### config.mk
export PLATFORM = sky130hd
export DESIGN_NAME = multirate_lane
export DESIGN_NICKNAME = d
export VERILOG_FILES = /design/src/verilog/lane_pkg.sv /design/src/verilog/multirate_lane.sv /design/src/verilog/phase_regulator.sv
export VERILOG_INCLUDE_DIRS = /design/src /design/src/verilog
export SDC_FILE = /design/constraint.sdc
export NUM_CORES = 1
export LEC_CHECK = 0
export ABC_AREA = 1
export BUFFER_PORTS_ARGS = -buffer_cell sky130_fd_sc_hd__buf_2
export CAP_MARGIN = 5
export CORE_ASPECT_RATIO = 1.5
export CORE_MARGIN = 2
export CORE_UTILIZATION = 50
export DETAILED_ROUTE_END_ITERATION = 7
export PLACE_DENSITY = 0.72
export SYNTH_ARGS = -nofsm -noshare
export SYNTH_HDL_FRONTEND = slang
export SYNTH_SLANG_ARGS = --single-unit
### constraint.sdc
create_clock -name pclk -period 4.6 [get_ports pclk]
set_clock_uncertainty 0.1 [all_clocks]
set_input_delay 0.69 -clock pclk [delete_from_list [all_inputs] [get_ports pclk]]
set_output_delay 0.69 -clock pclk [all_outputs]
set_load 0.005 [all_outputs]
### src/verilog/lane_defines.svh
// Register map, field positions, reset values and timing counts of the lane
`ifndef LANE_DEFINES_SVH
`define LANE_DEFINES_SVH
// ********************************************************************
// Register byte addresses
// ********************************************************************
`define ADDR_COMMON     8'h00
`define ADDR_PLL        8'h04
`define ADDR_DES        8'h08
`define ADDR_MISC       8'h0c
`define ADDR_STATUS     8'h10
// ********************************************************************
// Common configuration fields
// ********************************************************************
`define COM_LANE_EN     0
`define COM_SYS_RELEASE 1
`define COM_ELOOP       2
`define COM_FLOOP       3
`define COM_QUARTER     4
`define COM_HALF        5
`define COM_SEL_LANE    6
`define COM_SEL_SHARED  7
`define COM_SQ_LANE     8
`define COM_SQ_SHARED   9
`define COM_OVERSAMPLE  10
`define COM_W           11
`define COM_RESET       11'h000
// ********************************************************************
// PLL configuration fields
// ********************************************************************
`define PLL_WORD_LSB    0
`define PLL_WORD_MSB    7
`define PLL_CAL_EN      8
`define PLL_SPIN_FREQ   9
`define PLL_SPIN_DIR    10
`define PLL_ROT_EN      11
`define PLL_W           12
`define PLL_RESET       12'h000
`define PLL_WORD_1G     8'h3c
`define PLL_WORD_2G5    8'h30
// ********************************************************************
// Deserializer configuration fields
// ********************************************************************
`define DES_BW_LSB      0
`define DES_BW_MSB      2
`define DES_TC_LSB      3
`define DES_TC_MSB      5
`define DES_LIM_LSB     6
`define DES_LIM_MSB     7
`define DES_DEADLOCK    8
`define DES_W           9
`define DES_RESET       9'h15b
// ********************************************************************
// Miscellaneous and status fields
// ********************************************************************
`define MISC_LANE_RST   0
`define MISC_W          1
`define MISC_RESET      1'h1
`define ST_STATE_LSB    0
`define ST_RATE_LSB     2
`define ST_CAL_DONE     4
`define ST_WORD_OK      5
`define ST_INTEG_LSB    8
// ********************************************************************
// Timing and loop constants
// ********************************************************************
`define CLK_MHZ         40
`define CAL_TIME_US     10
`define CAL_CYCLES      (`CAL_TIME_US * `CLK_MHZ)
`define CAL_CNT_W       9
`define STEP_100M       16'h0148
`define STEP_1G         16'h0ccd
`define STEP_2G5        16'h2000
`define STEP_5G         16'h4000
`define INTEG_BASE      8'h10
`define DEADLOCK_STEP   16'h0001
`endif

### src/verilog/lane_pkg.sv
// Types shared by the lane control logic
package lane_pkg;
	typedef enum logic [1:0] {RATE_100M, RATE_1G, RATE_2G5, RATE_5G} rate_t;
	typedef enum logic [1:0] {LS_RESET, LS_CAL, LS_ACTIVE} lane_state_t;
endpackage

### src/verilog/multirate_lane.sv
// Control logic of one multi-rate serial lane with APB register access
//
// Notes on behaviour
// Rates 100M oversampled, 1G, 2.5G, 5G
// Lane active only with lane enable
// Held in reset until both resets released
// PLL calibration runs only when enabled
// Software: word, reset low, then reset high
// Software: control word 60 or 48
// Software: rotation and rate bits per speed
// Equipment loopback feeds serializer into deserializer
// Equipment loopback still drives line output
// Facility loopback returns received data outward
// Software enables one loopback at most
// Both loopbacks set: equipment loopback wins
// Recovered clock routed to selected outputs
// Software: shared clock on one lane only
// Auto squelch while PCS lacks valid data
// Integrator limited below proportional path
// Fast components handled by proportional path
// Software: time constant within range
// Lower time constant setting integrates faster
// Cut-off scales with 2^(tc+1-bw)
// Integrator settles toggling between neighbours
// Bandwidth setting halves tracking limit per step
// Lowest bandwidth gives widest tracking
// Deadlock protection adds small frequency offset
`timescale 1ns/1ps
`include "lane_defines.svh"
module multirate_lane
(
	input  wire logic               pclk,
	input  wire logic               presetn,
	input  wire logic               psel,
	input  wire logic               penable,
	input  wire logic               pwrite,
	input  wire logic [7:0]         paddr,
	input  wire logic [31:0]        pwdata,
	output logic                    pready,
	output logic      [31:0]        prdata,
	output logic                    pslverr,
	input  wire logic               tx_data_in,
	input  wire logic               rx_line_in,
	input  wire logic               phase_early,
	input  wire logic               phase_late,
	input  wire logic               pcs_data_valid,
	output logic                    line_tx_out,
	output logic                    des_data_out,
	output logic                    lane_active,
	output logic                    rec_clk_lane,
	output logic                    rec_clk_shared,
	output logic                    rec_clk_shared_oe
);
	// ****************************************************************
	// Registers and wires
	// ****************************************************************
	logic [`COM_W-1:0]          common_r;
	logic [`PLL_W-1:0]          pll_r;
	logic [`DES_W-1:0]          des_r;
	logic [`MISC_W-1:0]         misc_r;
	logic                       pready_r;
	logic [31:0]                prdata_r;
	logic                       pslverr_r;
	lane_pkg::lane_state_t      state_r;
	lane_pkg::lane_state_t      state_nxt;
	logic [`CAL_CNT_W-1:0]      cal_cnt_r;
	logic                       cal_done_r;
	logic [15:0]                phase_acc_r;
	logic                       des_in_r;
	logic                       des_data_r;
	logic                       line_tx_r;
	logic                       active_r;
	logic                       clk_lane_r;
	logic                       clk_shared_r;
	logic                       shared_oe_r;
	logic                       setup;
	logic                       wr_commit;
	logic                       hit_common;
	logic                       hit_pll;
	logic                       hit_des;
	logic                       hit_misc;
	logic                       hit_status;
	logic                       mapped;
	logic [31:0]                rd_mux;
	logic                       resets_off;
	logic                       eloop;
	logic                       floop;
	logic                       des_source;
	logic                       line_source;
	logic                       rec_clk;
	logic                       squelch_lane;
	logic                       squelch_shared;
	logic                       word_ok;
	lane_pkg::rate_t            rate;
	logic [15:0]                step_corr;
	logic [7:0]                 integ_val;

	// ****************************************************************
	// Functions
	// ****************************************************************
	// Rate from oversampling and half or quarter speed selects
	function automatic lane_pkg::rate_t rate_of(input logic [`COM_W-1:0] c);
		if (c[`COM_OVERSAMPLE])
			return lane_pkg::RATE_100M;
		else if (c[`COM_QUARTER])
			return lane_pkg::RATE_1G;
		else if (c[`COM_HALF])
			return lane_pkg::RATE_2G5;
		else
			return lane_pkg::RATE_5G;
	endfunction

	// Nominal phase increment per clock for a rate
	function automatic logic [15:0] nominal_step(input lane_pkg::rate_t r);
		case (r)
			lane_pkg::RATE_100M: return `STEP_100M;
			lane_pkg::RATE_1G:   return `STEP_1G;
			lane_pkg::RATE_2G5:  return `STEP_2G5;
			default:             return `STEP_5G;
		endcase
	endfunction

	// ****************************************************************
	// APB decode
	// ****************************************************************
	// Setup detection and commit on the answered access cycle
	assign setup      = psel && !penable;
	assign wr_commit  = psel && penable && pready_r && pwrite;
	assign hit_common = (paddr == `ADDR_COMMON);
	assign hit_pll    = (paddr == `ADDR_PLL);
	assign hit_des    = (paddr == `ADDR_DES);
	assign hit_misc   = (paddr == `ADDR_MISC);
	assign hit_status = (paddr == `ADDR_STATUS);
	assign mapped     = hit_common || hit_pll || hit_des || hit_misc || hit_status;

	// Read data selection; status shows own state
	assign word_ok = (pll_r[`PLL_WORD_MSB:`PLL_WORD_LSB] == `PLL_WORD_1G)
		|| (pll_r[`PLL_WORD_MSB:`PLL_WORD_LSB] == `PLL_WORD_2G5);
	assign rd_mux = hit_common ? 32'(common_r)
		: hit_pll  ? 32'(pll_r)
		: hit_des  ? 32'(des_r)
		: hit_misc ? 32'(misc_r)
		: hit_status ? (32'(state_r) << `ST_STATE_LSB) | (32'(rate) << `ST_RATE_LSB)
			| (32'(cal_done_r) << `ST_CAL_DONE) | (32'(word_ok) << `ST_WORD_OK)
			| (32'(integ_val) << `ST_INTEG_LSB)
		: 32'h0000_0000;

	// Bus answer: ready in the first access cycle
	always_ff @(posedge pclk or negedge presetn)
	begin
		if (!presetn)
		begin
			pready_r  <= 1'b0;
			prdata_r  <= 32'h0000_0000;
			pslverr_r <= 1'b0;
		end
		else
		begin
			pready_r  <= setup;
			prdata_r  <= (setup && !pwrite) ? rd_mux : 32'h0000_0000;
			pslverr_r <= setup && !mapped;
		end
	end

	// ****************************************************************
	// Configuration registers
	// ****************************************************************
	// Writes land at the answered access edge
	always_ff @(posedge pclk or negedge presetn)
	begin
		if (!presetn)
		begin
			common_r <= `COM_RESET;
			pll_r    <= `PLL_RESET;
			des_r    <= `DES_RESET;
			misc_r   <= `MISC_RESET;
		end
		else if (wr_commit)
		begin
			if (hit_common)
				common_r <= pwdata[`COM_W-1:0];
			if (hit_pll)
				pll_r <= pwdata[`PLL_W-1:0];
			if (hit_des)
				des_r <= pwdata[`DES_W-1:0];
			if (hit_misc)
				misc_r <= pwdata[`MISC_W-1:0];
		end
	end

	// ****************************************************************
	// Lane reset and PLL calibration sequence
	// ****************************************************************
	// Both resets released (system reset is active low)
	assign resets_off = common_r[`COM_SYS_RELEASE] && !misc_r[`MISC_LANE_RST];
	assign rate       = rate_of(common_r);

	// Calibration runs while enabled; lane works once calibrated
	always_comb
	begin
		state_nxt = state_r;
		case (state_r)
			lane_pkg::LS_RESET:
				if (common_r[`COM_SYS_RELEASE] && pll_r[`PLL_CAL_EN])
					state_nxt = lane_pkg::LS_CAL;
			lane_pkg::LS_CAL:
				if (!common_r[`COM_SYS_RELEASE] || !pll_r[`PLL_CAL_EN])
					state_nxt = lane_pkg::LS_RESET;
				else if (cal_done_r)
					state_nxt = lane_pkg::LS_ACTIVE;
			lane_pkg::LS_ACTIVE:
				if (!common_r[`COM_SYS_RELEASE])
					state_nxt = lane_pkg::LS_RESET;
			default:
				state_nxt = lane_pkg::LS_RESET;
		endcase
	end

	// Calibration timer and sequencer state
	always_ff @(posedge pclk or negedge presetn)
	begin
		if (!presetn)
		begin
			state_r    <= lane_pkg::LS_RESET;
			cal_cnt_r  <= '0;
			cal_done_r <= 1'b0;
		end
		else
		begin
			state_r    <= state_nxt;
			cal_cnt_r  <= (state_r == lane_pkg::LS_CAL && !cal_done_r)
				? cal_cnt_r + 1'b1 : '0;
			cal_done_r <= (state_r == lane_pkg::LS_CAL && !cal_done_r)
				? (cal_cnt_r == `CAL_CNT_W'(`CAL_CYCLES - 1))
				: (state_r != lane_pkg::LS_RESET) && cal_done_r;
		end
	end

	// ****************************************************************
	// Loopback data path
	// ****************************************************************
	// Equipment loopback has priority over facility loopback
	assign eloop       = common_r[`COM_ELOOP];
	assign floop       = common_r[`COM_FLOOP] && !eloop;
	assign des_source  = eloop ? tx_data_in : rx_line_in;
	assign line_source = floop ? des_in_r : tx_data_in;

	// ****************************************************************
	// Phase regulation and recovered clock
	// ****************************************************************
	phase_regulator u_phase_regulator
	(
		.pclk         (pclk),
		.presetn      (presetn),
		.run          (active_r),
		.early        (phase_early),
		.late         (phase_late),
		.time_const   (des_r[`DES_TC_MSB:`DES_TC_LSB]),
		.bandwidth    (des_r[`DES_BW_MSB:`DES_BW_LSB]),
		.limit_ctrl   (des_r[`DES_LIM_MSB:`DES_LIM_LSB]),
		.deadlock_ena (des_r[`DES_DEADLOCK]),
		.step_r       (step_corr),
		.integ_r      (integ_val)
	);

	// Recovered clock from phase accumulator top bit
	assign rec_clk        = phase_acc_r[15];
	assign squelch_lane   = common_r[`COM_SQ_LANE] && !pcs_data_valid;
	assign squelch_shared = common_r[`COM_SQ_SHARED] && !pcs_data_valid;

	// Data and clock outputs, all quiet while lane inactive
	always_ff @(posedge pclk or negedge presetn)
	begin
		if (!presetn)
		begin
			active_r     <= 1'b0;
			phase_acc_r  <= 16'h0000;
			des_in_r     <= 1'b0;
			des_data_r   <= 1'b0;
			line_tx_r    <= 1'b0;
			clk_lane_r   <= 1'b0;
			clk_shared_r <= 1'b0;
			shared_oe_r  <= 1'b0;
		end
		else
		begin
			active_r     <= common_r[`COM_LANE_EN] && resets_off
				&& state_r == lane_pkg::LS_ACTIVE;
			phase_acc_r  <= active_r ? phase_acc_r + nominal_step(rate) + step_corr
				: 16'h0000;
			des_in_r     <= active_r && des_source;
			des_data_r   <= des_in_r;
			line_tx_r    <= active_r && line_source;
			clk_lane_r   <= active_r && common_r[`COM_SEL_LANE]
				&& !squelch_lane && rec_clk;
			clk_shared_r <= active_r && common_r[`COM_SEL_SHARED]
				&& !squelch_shared && rec_clk;
			shared_oe_r  <= active_r && common_r[`COM_SEL_SHARED];
		end
	end

	// ****************************************************************
	// Output drive
	// ****************************************************************
	assign pready            = pready_r;
	assign prdata            = prdata_r;
	assign pslverr           = pslverr_r;
	assign line_tx_out       = line_tx_r;
	assign des_data_out      = des_data_r;
	assign lane_active       = active_r;
	assign rec_clk_lane      = clk_lane_r;
	assign rec_clk_shared    = clk_shared_r;
	assign rec_clk_shared_oe = shared_oe_r;

	// ****************************************************************
	// Assertions
	// ****************************************************************
	a_inactive_quiet: assert property (@(posedge pclk) disable iff (!presetn)
		!active_r |=> !line_tx_r && !clk_lane_r && !shared_oe_r)
		else $error("outputs toggle while lane inactive");
	a_enable_needed: assert property (@(posedge pclk) disable iff (!presetn)
		!common_r[`COM_LANE_EN] |=> !active_r)
		else $error("lane active without enable");
	a_reset_holds: assert property (@(posedge pclk) disable iff (!presetn)
		(!common_r[`COM_SYS_RELEASE] || misc_r[`MISC_LANE_RST]) |=> !active_r)
		else $error("lane active while held in reset");
	a_cal_gated: assert property (@(posedge pclk) disable iff (!presetn)
		!pll_r[`PLL_CAL_EN] && state_r != lane_pkg::LS_ACTIVE
		|=> state_r != lane_pkg::LS_CAL)
		else $error("calibration without enable");
	a_eloop_path: assert property (@(posedge pclk) disable iff (!presetn)
		active_r && eloop ##1 active_r |-> des_in_r == $past(tx_data_in))
		else $error("equipment loopback path broken");
	a_eloop_line: assert property (@(posedge pclk) disable iff (!presetn)
		active_r && eloop |=> line_tx_r == $past(tx_data_in))
		else $error("line output lost in equipment loopback");
	a_floop_path: assert property (@(posedge pclk) disable iff (!presetn)
		active_r && floop && !eloop |=> line_tx_r == $past(des_in_r))
		else $error("facility loopback path broken");
	a_squelch_lane: assert property (@(posedge pclk) disable iff (!presetn)
		common_r[`COM_SQ_LANE] && !pcs_data_valid |=> !clk_lane_r)
		else $error("lane clock not squelched");
	a_apb_answer: assert property (@(posedge pclk) disable iff (!presetn)
		psel && !penable |=> pready_r ##1 !pready_r || (psel && !penable))
		else $error("bus answer not one cycle after setup");
	c_cal_done: cover property (@(posedge pclk) disable iff (!presetn)
		state_r == lane_pkg::LS_CAL ##1 state_r == lane_pkg::LS_ACTIVE);
	c_eloop: cover property (@(posedge pclk) disable iff (!presetn) active_r && eloop);
	c_floop: cover property (@(posedge pclk) disable iff (!presetn) active_r && floop);
	c_squelch: cover property (@(posedge pclk) disable iff (!presetn)
		active_r && squelch_shared && shared_oe_r);
endmodule

### src/verilog/phase_regulator.sv
// Proportional-integral phase regulator of the deserializer
`timescale 1ns/1ps
`include "lane_defines.svh"
module phase_regulator
(
	input  wire logic               pclk,
	input  wire logic               presetn,
	input  wire logic               run,
	input  wire logic               early,
	input  wire logic               late,
	input  wire logic [2:0]         time_const,
	input  wire logic [2:0]         bandwidth,
	input  wire logic [1:0]         limit_ctrl,
	input  wire logic               deadlock_ena,
	output logic      [15:0]        step_r,
	output logic      [7:0]         integ_r
);
	logic signed [7:0]  integ_val_r;
	logic        [7:0]  tick_r;
	logic signed [8:0]  prop_gain;
	logic signed [7:0]  integ_lim;
	logic        [3:0]  shift;
	logic               tick_done;
	logic signed [7:0]  integ_nxt;
	logic signed [15:0] step_nxt;

	// Proportional gain halves per bandwidth step; lowest setting tracks widest
	assign prop_gain = 9'sh080 >>> bandwidth;
	// Integrator limit kept below the proportional gain, never below zero
	assign integ_lim = (9'(`INTEG_BASE << limit_ctrl) >= prop_gain)
		? 8'(prop_gain - 9'sh001) : 8'(`INTEG_BASE << limit_ctrl);
	// Decimation 2^(tc+1-bw): lower tc gives shorter time constant
	assign shift = ({1'b0, time_const} + 4'h1 > {1'b0, bandwidth})
		? {1'b0, time_const} + 4'h1 - {1'b0, bandwidth} : 4'h0;
	assign tick_done = (tick_r >= 8'((9'h001 << shift) - 9'h001));
	// Integrator moves one count per decimated event, clamped; settles toggling
	// A value left outside a freshly narrowed limit is pulled back first
	assign integ_nxt = (integ_val_r > integ_lim) ? integ_lim
		: (integ_val_r < -integ_lim) ? -integ_lim
		: !(tick_done && (early ^ late)) ? integ_val_r
		: (late && integ_val_r < integ_lim) ? integ_val_r + 8'sh01
		: (early && integ_val_r > -integ_lim) ? integ_val_r - 8'sh01
		: integ_val_r;
	// Proportional path handles each event, integral adds slow offset
	assign step_nxt = 16'(integ_val_r) + (late ? 16'(prop_gain) : 16'h0000)
		- (early ? 16'(prop_gain) : 16'h0000)
		+ (deadlock_ena ? `DEADLOCK_STEP : 16'h0000);

	// Loop state
	always_ff @(posedge pclk or negedge presetn)
	begin
		if (!presetn)
		begin
			integ_val_r <= 8'sh00;
			tick_r      <= 8'h00;
			step_r      <= 16'h0000;
		end
		else if (!run)
		begin
			integ_val_r <= 8'sh00;
			tick_r      <= 8'h00;
			step_r      <= 16'h0000;
		end
		else
		begin
			integ_val_r <= integ_nxt;
			if (early ^ late)
				tick_r <= tick_done ? 8'h00 : tick_r + 8'h01;
			step_r <= step_nxt;
		end
	end
	assign integ_r = integ_val_r;

	a_integ_bound: assert property (@(posedge pclk) disable iff (!presetn)
		$stable(prop_gain) |-> integ_val_r < prop_gain && integ_val_r > -prop_gain)
		else $error("integrator exceeds proportional gain");
	a_idle_steady: assert property (@(posedge pclk) disable iff (!presetn)
		run && !early && !late && $past(run) && $stable(integ_lim)
		|=> $stable(integ_val_r))
		else $error("integrator moved without phase event");
endmodule

Word-level counts from Yosys, hierarchy flattened
Index checks and enable logic that the tools add are counted.
{ "totals": {"register_bits": 118, "elab_cells": 156, "output_inout_bits": 40, "inputBits": 50} }
{ "op_classes": {"n_lt_le_gt_ge": 7, "n_bitwise": 5, "eq_ne": 17, "n_reduce_logical": 53, "n_mux": 35, "shifts": 4, "addsub": 14} }
{ "ops": {"columns": ["operator", "count"], "rows": [
  ["$mux W16", 10],
  ["$mux W8", 10],
  ["$add A16 B16 Y16", 3],
  ["$pmux W15 S3", 1],
  ["$logic_and A1 B1 Y1", 26],
  ["$add A16 B15 Y16", 1],
  ["$eq A8 B4 Y1 const B", 2],
  ["$eq A8 B6 Y1 const B", 2],
  ["$gt A8 B8 Y1", 2],
  ["$lt A8 B8 Y1", 2],
  ["$or A6 B16 Y16", 1],
  ["$sub A16 B16 Y16", 1],
  ["$sub A8 B2 Y8 const B", 2],
  ["$mux W2", 6],
  ["$logic_not A1 Y1", 11],
  ["$reduce_and A2 Y1", 5],
  ["$add A9 B1 Y9 const B", 1],
  ["$eq A9 B9 Y1 const B", 1],
  ["$ge A9 B9 Y1", 1],
  ["$mux W9", 1],
  ["$shl A5 B2 Y9 const A", 1],
  ["$sshr A9 B3 Y9 const A", 1],
  ["$add A8 B1 Y8 const B", 1],
  ["$add A8 B2 Y8 const B", 1],
  ["29 further kinds", 42]
]} }

Depth between registers and ports, before layout
Gate-level depths: netlist of the first run.
{ "logic_depth": {"depth_word": 13, "depth_mapped": 33, "depth_no_buf": 32} }

Modules after synthesis
From an unflattened synthesis of the first run, not the netlist that was laid out.
{ "hier_totals": {"cells_unflattened": 1148, "hier_area_um2": 8637.0} }
{ "modules_own_cells": {"columns": ["module", "seq_area_each_um2", "area_per_inst_um2", "instances", "cells_per_inst"], "rows": [
  ["multirate_lane", 2160.8, 4963.5, 1, 618],
  ["phase_regulator", 800.8, 3673.5, 1, 530]
]} }

Least setup slack after synthesis of the first run
OpenSTA, ideal clock, no wires.
{ "synth_timing": {"path_kind": "reg2reg", "from": "register des_r[1]", "to": "register u_phase_regulator.integ_val_r[6] (netlist: u_phase_regulator.integ_r[6])", "t_required_ns": 4.383, "setup_slack_ns": 0.238, "n_path_buf": 1, "path_stages_with_launch": 28, "setup_ns": 0.117, "period_less_slack_ns": 4.362, "t_arrival_ns": 4.145, "cell_sequence": "dfstp_2 buf_2 inv_1 nor3_1 inv_1 ha_1 nand3_2 nor2_1 nor2_1 nand2_4 nand2_1 nand2_2 ha_1 a21oi_1 nor2_1 nor2_1 nand3_1 nand3_1 inv_1 fa_1 o21ai_0 nand2_1 a21oi_1 o21ai_0 a21oi_1 nor2_1 nand3_1 nand2_1"} }
{ "synth_between": {"elab_chain_cells": 10, "word_cells_on_any_way": 26, "classes_between": "4 x add/sub; 7 x order compare; 2 x eq/ne; 2 x shift; 7 x mux; 4 x reduce/logical"} }
{ "synth_rtl": {"columns": ["item", "line", "text"], "rows": [
  ["start, declared", "multirate_lane.sv:59", "logic [`DES_W-1:0] des_r;"],
  ["start signal, assigned", "multirate_lane.sv:175", "des_r <= `DES_RESET;"],
  ["start signal, assigned", "multirate_lane.sv:185", "des_r <= pwdata[`DES_W-1:0];"],
  ["parallel branches: the longest is 10 deep, another holds $sub A8 B2 Y8", null, null],
  ["end signal, assigned", "phase_regulator.sv:66", "integ_val_r <= integ_nxt;"],
  ["end, declared", "phase_regulator.sv:18", "logic signed [7:0] integ_val_r;"]
]} }
Parallel ways; which one is timed is not known. The select of a mux whose other input is x is not followed.
A chain may end at the register's enable or synchronous reset.

Worst setup path after layout of the first run
{ "layout_timing": {"from": "register des_r[1]", "to": "register u_phase_regulator.integ_val_r[3] (netlist: u_phase_regulator.integ_r[3])"} }
Same word-level chain as after synthesis.

==> results.cfg, run 1 <==
[worst_hold_path]
hold_path.class = in -> async

[logic_synthesis]
synth_common_cells = 204 x nand2_1, 151 x inv_1, 111 x dfrtp_1, 94 x nor2_1, 69 x ha_1
syn_area_sq_mm = 0.00822
synth-edff-count = 0
synth.distinct_cells = 58
syn_inst = 1027
avgSynthCellArea_sq_um = 8.01
synth_most_common_cell = nand2_1
ys_top_cells_by_area = dfrtp_1 34%, ha_1 10%, nand2_1 9.3%
ys_seq_area_share_pct = 36.0
async_flop_share_pct = 100
synth_top_area_cell = dfrtp_1
synth_top_area_share_pct = 33.8
ys_ff_latch = 118
synth_ff_type = dfrtp_1
yosysWarnings = 0

[worst_setup_path]
reg2regPathDepth = 28
r2r_slack_ps = 240
crit_fanout = 9
rr_startpoint = des_r[1]
critical_path_class = reg -> reg
reg2reg_to = u_phase_regulator.integ_r[3]
end_kind = flop
crit_arrival_ps = 4620
crit_top_cell = nand2_1
worstPathRequired_ps = 4860
worstSetupStartpointType = flop
slowest_delay_ps = 570
slowest_stage = dfstp_2

[floorplanning]
die_h_um = 161
rows = 57
ios = 90
dieArea_sq_mm = 0.0175
start_util_pct = 51.0
core_sq_mm = 0.0161
die_w_um = 109

[route]
routedWlPerCell_um = 14.6
vias = 6969
wirelength_um = 19200
dr.pass1.iters = 5
drcViolationCount = 0
final_antenna_net_count = 0
drtIter0Drc = 235
via_per_inst = 5.28

[sta]
timing.final.crit_period_ps = 4360
final.setup.tns_ps = 0
setup_ws_ps = 244
slew_viol_final = 0
whs_ps = 220
period_share_pct = 94.7
slew_headroom_pct = 40.9
fmax_mhz = 230
setup_viol = 0
worstMarginPinSlew_ps = 883
hold_viol = 0

[global_route]
grt_pass1_wl_um = 31500
grt_max_degree = 61
grt_overflow = 0
antenna_found_initial = 0
grt.total_usage_pct = 22.9
grt_pass1_vias = 6739

[clocking]
hold_buffers = 0
cts_tree = done
clockBufferDepth = 2
htreeDepth = 4
numCtsBuffers = 17
cts_root_buffer = clkbuf_16
clock_sinks = 118
path_clk_slew_ps = 70
clock_latency_ps = 420

[pwr]
power_frac_comb_pct = 5.4
power_mw = 2.56
internal_power_mw = 1.91
seqPwrFrac_pct = 40.7
ir_drop_uv = 223
p_per_area_mw_per_mm2 = 271
power_frac_clock_pct = 53.9
switching_share_pct = 25.5
p_sw_mw = 0.654
leakage_nw = 4.82

[place]
placed_cell_area_sq_mm = 0.00876
io_buffers = 53
dp_slack_ps = 44.0
post-dp-hpwl_um = 14700
placedCellCount = 1287
gp_congestion = 0.876

[finish]
final_design_area_no_fill_sq_mm = 0.00945
fin_cells = 1320
final_core_util_pct = 58.7
syn2layout_area_growth_pct = 15.0
antenna_cells = 0
num-nets-final = 1242
drive_gt1_share_pct = 15.7

[outcome]
outcome = finished clean

[run]
maxCapViolCount = 0
-- how the worst max path moves through the flow --
stage	from	end	slack, ps	cells past startpoint
after floorplan	des_r[1]	u_phase_regulator.integ_r[6]	240	27
after global placement	des_r[1]	u_phase_regulator.integ_r[6]	80	27
after detailed placement	des_r[1]	u_phase_regulator.integ_r[6]	40	27
after CTS	des_r[1]	u_phase_regulator.integ_r[6]	20	27
after global routing	des_r[1]	u_phase_regulator.integ_r[3]	-80	28
final	des_r[1]	u_phase_regulator.integ_r[3]	240	28
-- registers in the layout (all words and copies together) (netlist names), 2 cells and up --
register and cells:
cal_cnt_r 9, pll_r 12, u_phase_regulator.integ_r 8, state_r 2, prdata 16, u_phase_regulator.step_r 16
u_phase_regulator.tick_r 8, phase_acc_r 16, common_r 11, des_r 9
-- cell families after synthesis --
logic type,count (synthesis),synth area share [%]
fa+ha+maj,91,15.9
buf+inv,194,9.88
compound gates,192,13.6
simple gates,409,22.2
mux,1,0.137
xor+xnor,21,2.33
other cells,1,0.0456
flops,118,36.0
-- power by group through the flow --
| stage | Clock [mW] | Combinational [mW] | Sequential (mW) |
|---|---|---|---|
| detailed placement | 0 | 0.136 | 1.06 |
| global route | 1.44 | 0.158 | 1.04 |
| CTS | 1.40 | 0.137 | 1.04 |
| floorplan | 0 | 0.0847 | 1.06 |
| finish | 1.38 | 0.139 | 1.04 |
| global placement | 0 | 0.134 | 1.06 |
-- worst max-delay path: cells and delay by family (launching register included) --
kind	cells	cell delay [ps]
buffers and inverters	3	390
AND/OR/NAND/NOR	19	1910
flip-flops	1	570
XOR/XNOR	1	160
AO/OA/AOI/OAI	2	370
adder cells (fa/ha/maj)	3	770
-- placed cells by master (no fill, tap or decap), drive strengths merged, types with 3 or more instances in the layout --
cell,synthesis,routed
fa,22,22
ha,69,69
a21oi,68,68
dfstp,7,7
xor2,11,11
nand4,13,13
dfrtp,111,111
buf,23,74
xnor2,10,10
o211ai,7,7
o221ai,3,3
o22ai,7,7
o31ai,3,3
nand2,221,221
o21a,3,3
nor3,17,17
a21boi,3,3
o21bai,3,3
a31oi,8,8
nand3,48,48
nor2,101,101
nor4,5,5
inv,160,170
clkbuf,11,17
o21ai,78,78
conb,1,16
-- repair_timing --
item / 4_1_cts / 5_1_grt
gates resized for setup: 0 / 14
setup endpoints to repair: 0 / 8
setup buffers: 0 / 1
-- per-layer routing --
layer  wire length [um]  global-route usage, %
met1               7630                   26.1
met2              10300                   41.4
met3                669                   3.71
met4                667                   10.3
met5                  0                      0
-- layout make-up --
class	count	area, sq um
well taps	206	258
clock buffers	17	425
repair buffers	74	438
fillers	1510	6660
clock inverters	15	181
multi-input cells	730	4580
inverters	160	608
flip-flops and latches	118	2960
(Power assumes the default switching activity.)
==> inputs of run 2 (changes only) <==
--- a/config.mk
+++ b/config.mk
@@ -14,6 +14,8 @@
 export CORE_UTILIZATION = 50
 export DETAILED_ROUTE_END_ITERATION = 7
 export PLACE_DENSITY = 0.72
+export SLEW_MARGIN = 25
 export SYNTH_ARGS = -nofsm -noshare
 export SYNTH_HDL_FRONTEND = slang
+export SYNTH_HIERARCHICAL = 1
 export SYNTH_SLANG_ARGS = --single-unit
==> constraint.sdc (replaced) <==
create_clock -name pclk -period 4.6 [get_ports pclk]
set_clock_uncertainty 0.1 [all_clocks]
set_input_delay 0.23 -clock pclk [delete_from_list [all_inputs] [get_ports pclk]]
set_output_delay 0.23 -clock pclk [all_outputs]
set_load 0.005 [all_outputs]
==> results.cfg, run 2 <==
[logic_synthesis]
ys_top_cells_by_area = dfrtp_1 32%, nand2_1 12%, ha_1 10%
synth_compound_area_share_pct = 10.9
synth.distinct_cells = 45
synth_top_area_share_pct = 32.2
syn_inst = 1148
synth_fa_ha_area_share_pct = 15.1
synth-xor-area-share_pct = 1.42
synth_common_cells = 287 x nand2_1, 186 x inv_1, 117 x nor2_1, 111 x dfrtp_1, 69 x ha_1
yosysWarnings = 6
synth-edff-count = 0
syn_area_sq_mm = 0.00864
yosys-mux-area-fraction_pct = 0
ys_ff_latch = 118
ys_seq_area_share_pct = 34.3
synth-simple-area-share_pct = 27.1
synth_top_family_by_area = simple AND/OR/NAND/NOR gates
synth_ff_type = dfrtp_1
synth_top_area_cell = dfrtp_1
async_flop_share_pct = 100
synth_most_common_cell = nand2_1
avgSynthCellArea_sq_um = 7.52

[clocking]
numCtsBuffers = 17
clock_latency_ps = 420
path_clk_slew_ps = 60
htreeDepth = 4
cts_tree = done
clock_sinks = 118
cts_root_buffer = clkbuf_16
clockBufferDepth = 2

[sta]
slew_viol_final = 0
setup_ws_ps = 282
rsz0062_at_grt = true
setup_viol = 0
slew_headroom_pct = 40.6
timing.final.crit_period_ps = 4320
hold_viol = 0
final.setup.tns_ps = 0
worstMarginPinSlew_ps = 886
period_share_pct = 93.9
whs_ps = 9.76
fmax_mhz = 232

[worst_setup_path]
crit_arrival_ps = 4510
end_kind = flop
slowest_stage = dfstp_2
path_buf_inv = 5
reg2regPathDepth = 29
critical_path_class = reg -> reg
worstSetupStartpointType = flop
r2r_slack_ps = 280
crit_top_cell = nand2_1
rr_startpoint = des_r[1]
crit_fanout = 7
reg2reg_to = u_phase_regulator/integ_r[5]
worstPathRequired_ps = 4790
cp_top_family = simple AND/OR/NAND/NOR gates
slowest_delay_ps = 410

[worst_hold_path]
min_from = pwdata[9]
worstHoldEndpoint = pll_r[9]
min_path_cells = 3
hold_path.class = in -> reg

[route]
wirelength_um = 20900
drtIter0Drc = 428
drcViolationCount = 0
via_per_inst = 5.24
routedWlPerCell_um = 14.3
dr.pass1.iters = 5
vias = 7666
final_antenna_net_count = 0

[finish]
layout_commonest_cell = nand2_1
layout_common_cells = 286 x nand2_1, 184 x inv_1, 113 x nor2_1
num-nets-final = 1383
drive_gt1_share_pct = 15.5
final_core_util_pct = 59.3
syn2layout_area_growth_pct = 15.5
antenna_cells = 0

[place]
gp_congestion = 0.938
post-dp-hpwl_um = 15600
dp_slack_ps = 192
io_buffers = 53

[pwr]
power_mw = 2.50
leakage_nw = 5.36
p_per_area_mw_per_mm2 = 250
ir_drop_uv = 261

[floorplanning]
ios = 90
core_sq_mm = 0.0168
start_util_pct = 51.3
die_h_um = 165
die_w_um = 111
dieArea_sq_mm = 0.0184
rows = 58

[global_route]
antenna_found_initial = 0
grt.total_usage_pct = 23.3
grt_max_degree = 78
grt_pass1_wl_um = 34400
grt_pass1_vias = 7542
grt_overflow = 0

[run]
maxCapViolCount = 0

[outcome]
outcome = finished clean
[run 2: logic make-up (layout without fill, tap and decap cells)]
logic type / Yosys count / after routing
compound gates: 160 / 160
flops: 118 / 118
simple gates: 536 / 537
other cells: 1 / 16
buf+inv: 228 / 318
xor+xnor: 14 / 14
fa+ha+maj: 91 / 91
[run 2: report_power, final]
part | switching (mW) | internal, mW | total (mW) | leakage [nW]
combinational | 0.103 | 0.0528 | 0.156 | 3.47
sequential | 0.00175 | 1.04 | 1.04 | 1.62
clock | 0.500 | 0.800 | 1.30 | 0.266
total | 0.605 | 1.89 | 2.50 | 5.36
[run 2: layout make-up]
class                           instances  area, sq um
Timing Repair Buffer                   93          599
Clock inverter                         13          150
Fill cell                            1556         6860
Inverter                              194          729
Clock buffer                           18          429
Sequential cell                       118         2960
Tap cell                              210          263
Multi-Input combinational cell        818         4840
[run 2: repair_timing]
action                                  4_1_cts  5_1_grt
buffers inserted                              0        2
resized for setup                             0       15
hold buffers                                 11        0
endpoints found under the hold margin        82        0
endpoints found under the setup margin        0        6
[run 2: worst min-delay path, delay by kind of cell]
family | cells | cell delay [ps]
AO/OA/AOI/OAI | 1 | 120
buffers and inverters | 2 | 140
[run 2: worst max path at each step]
stage,start,to,slack (ps),cells after the start
floorplan,des_r[0],u_phase_regulator/integ_r[7],520,28
global placement,des_r[1],u_phase_regulator/integ_r[6],280,30
detailed placement,des_r[1],u_phase_regulator/integ_r[6],190,29
CTS,des_r[1],u_phase_regulator/integ_r[6],170,29
global route,des_r[0],u_phase_regulator/integ_r[6],-20,31
finish,des_r[1],u_phase_regulator/integ_r[5],280,29
[run 2: per-layer routing]
layer	share of wire (%)	up-vias	track usage [%]
met1	40	3605	26.1
met2	53	216	43.7
met4	3.1	0	10.0
met3	4.4	40	3.96
li1	-	3805	-
met5	0	-	0
[run 2: through the flow]
stage                     instances  instance area (sq um)
after floorplan                1163                   8690
after global placement         1419                   9190
after detailed placement       1419                   9190
after CTS                      1461                   9880
after global routing           1464                   9980
final                          1464                   9980
==> inputs of run 3 (changes only) <==
==> constraint.sdc (replaced) <==
create_clock -name pclk -period 4.6 [get_ports pclk]
set_clock_uncertainty 0.1 [all_clocks]
set_input_delay 0 -clock pclk [delete_from_list [all_inputs] [get_ports pclk]]
set_output_delay 0 -clock pclk [all_outputs]
set_load 0.005 [all_outputs]
==> results.cfg, run 3 (synthesis gave the netlist of run 2 again) <==
[clocking]
numCtsBuffers = 17
clock_sinks = 118
cts_root_buffer = clkbuf_16
clockBufferDepth = 2
cts_tree = done
clock_latency_ps = 420
path_clk_slew_ps = 50
htreeDepth = 4

[route]
final_antenna_net_count = 0
vias = 7754
dr_wl_met3_um = 763
drcViolationCount = 0
met2_length_um = 11200
wirelength_um = 21200
met1_length_um = 8630
dr.pass1.iters = 5
routedWlPerCell_um = 14.4
via_per_inst = 5.25
drtIter0Drc = 483
top_layer_used = met4

[worst_setup_path]
end_kind = flop
crit_fanout = 7
worstSetupStartpointType = flop
critical_path_class = reg -> reg
worstPathRequired_ps = 4800
crit_top_cell = nand2_1
startpoint = des_r[1]
slowest_delay_ps = 610
slowest_stage = dfstp_2
rr_startpoint = des_r[1]
crit_arrival_ps = 4490

[floorplanning]
dieArea_sq_mm = 0.0184
start_util_pct = 51.3
ios = 90
die_h_um = 165
rows = 58
die_w_um = 111
core_sq_mm = 0.0168

[finish]
antenna_cells = 0
drive_gt1_share_pct = 14.8
final.fill_count = 1506
syn2layout_area_growth_pct = 17.5
layout_common_cells = 284 x nand2_1, 186 x inv_1, 114 x nor2_1
num-nets-final = 1395
layout_commonest_cell = nand2_1

[sta]
setup_viol = 0
period_share_pct = 93.3
whs_ps = 28.6
slew_headroom_pct = 40.4
worstMarginPinSlew_ps = 889
fmax_mhz = 233
timing.final.crit_period_ps = 4290
slew_viol_final = 0
setup_ws_ps = 309
hold_viol = 0

[global_route]
grt_pass1_wl_um = 35200
grt_overflow = 0
grt_pass1_vias = 7540
grt_max_degree = 68
grt.total_usage_pct = 23.8
antenna_found_initial = 0

[pwr]
power_mw = 2.54
power_frac_clock_pct = 52.3
leakage_nw = 5.41
power_frac_comb_pct = 6.6
ir_drop_uv = 320
seqPwrFrac_pct = 41.1
internal_power_mw = 1.95
p_sw_mw = 0.586
p_per_area_mw_per_mm2 = 250
switching_share_pct = 23.1

[place]
gp_congestion = 0.928
dp_slack_ps = 210
post-dp-hpwl_um = 15500
io_buffers = 53

[worst_hold_path]
hold_path.class = in -> reg
min_from = paddr[7]

[run]
maxCapViolCount = 0

[outcome]
outcome = finished clean
==> run 3: cell count changes in the layout (fill, tap and decap cells not counted), sizes merged <==
| cell | previous run | this run |
|---|---|---|
| buf | 82 | 75 |
| dlygate4sd3 | 11 | 30 |
| clkbuf | 18 | 19 |
| bufinv | 2 | 3 |
| inv | 196 | 194 |
==> run 3: critical path: cells and delay by family, from the launching register on <==
family,cells,cell delay (ps)
AO/OA/AOI/OAI,2,150
XOR/XNOR,1,180
adder cells (fa/ha/maj),3,940
buffers and inverters,5,490
flip-flops,1,610
AND/OR/NAND/NOR,19,1710
==> run 3: power groups by stage <==
stage	registers (mW)	clock network, mW	logic (mW)
2_1_floorplan	1.06	0	0.0892
3_3_place_gp	1.06	0	0.139
3_5_place_dp	1.06	0	0.141
5_1_grt	1.04	1.39	0.188
4_1_cts	1.04	1.34	0.160
6_report	1.04	1.33	0.167
==> run 3: area by class of cell <==
type	instances	area, sq um	area share (%)
Multi-Input combinational cell	818	4870	48.0
Sequential cell	118	2960	29.2
Timing Repair Buffer	105	737	7.26
Inverter	194	729	7.19
Clock buffer	19	433	4.27
Tap cell	210	263	2.59
Clock inverter	12	155	1.53
==> run 3: routing by layer <==
metal	vias to the layer above	global-route usage [%]
met4	0	9.54
met5	-	0
met2	185	44.5
met1	3684	27.1
met3	43	3.82
li1	3842	-
==> run 3: path summary, 6_finish.rpt <==
path | endpoint | slack, ps | depth (start not counted)
setup / recovery | u_phase_regulator/integ_r[5] | 310 | 30
hold / removal | prdata[11] | 30 | 6
setup reg to reg | u_phase_regulator/integ_r[5] | 310 | 30
hold reg to reg | des_data_out | 280 | 0
max in group asynchronous | u_phase_regulator/step_r[3] | 3020 | 3
min in group asynchronous | prdata[15] | 140 | 2
==> run 3: stage by stage <==
| stage | TNS (ps) | instances | cell area, sq um | util, % |
|---|---|---|---|---|
| after floorplan | 0 | 1163 | 8690 | - |
| after global placement | 0 | 1411 | 9130 | 54.2 |
| after detailed placement | 0 | 1411 | 9130 | 54.2 |
| after CTS | 0 | 1472 | 10000 | 59.5 |
| after global routing | -79.0 | 1476 | 10100 | 60.3 |
| final | 0 | 1476 | 10100 | 60.3 |
==> run 3: timing repair <==
action / CTS / global route
buffers inserted: 0 / 3
gates resized for setup: 0 / 16
setup endpoints to repair: 0 / 5
hold endpoints to repair: 108 / 0
hold buffers: 30 / 0
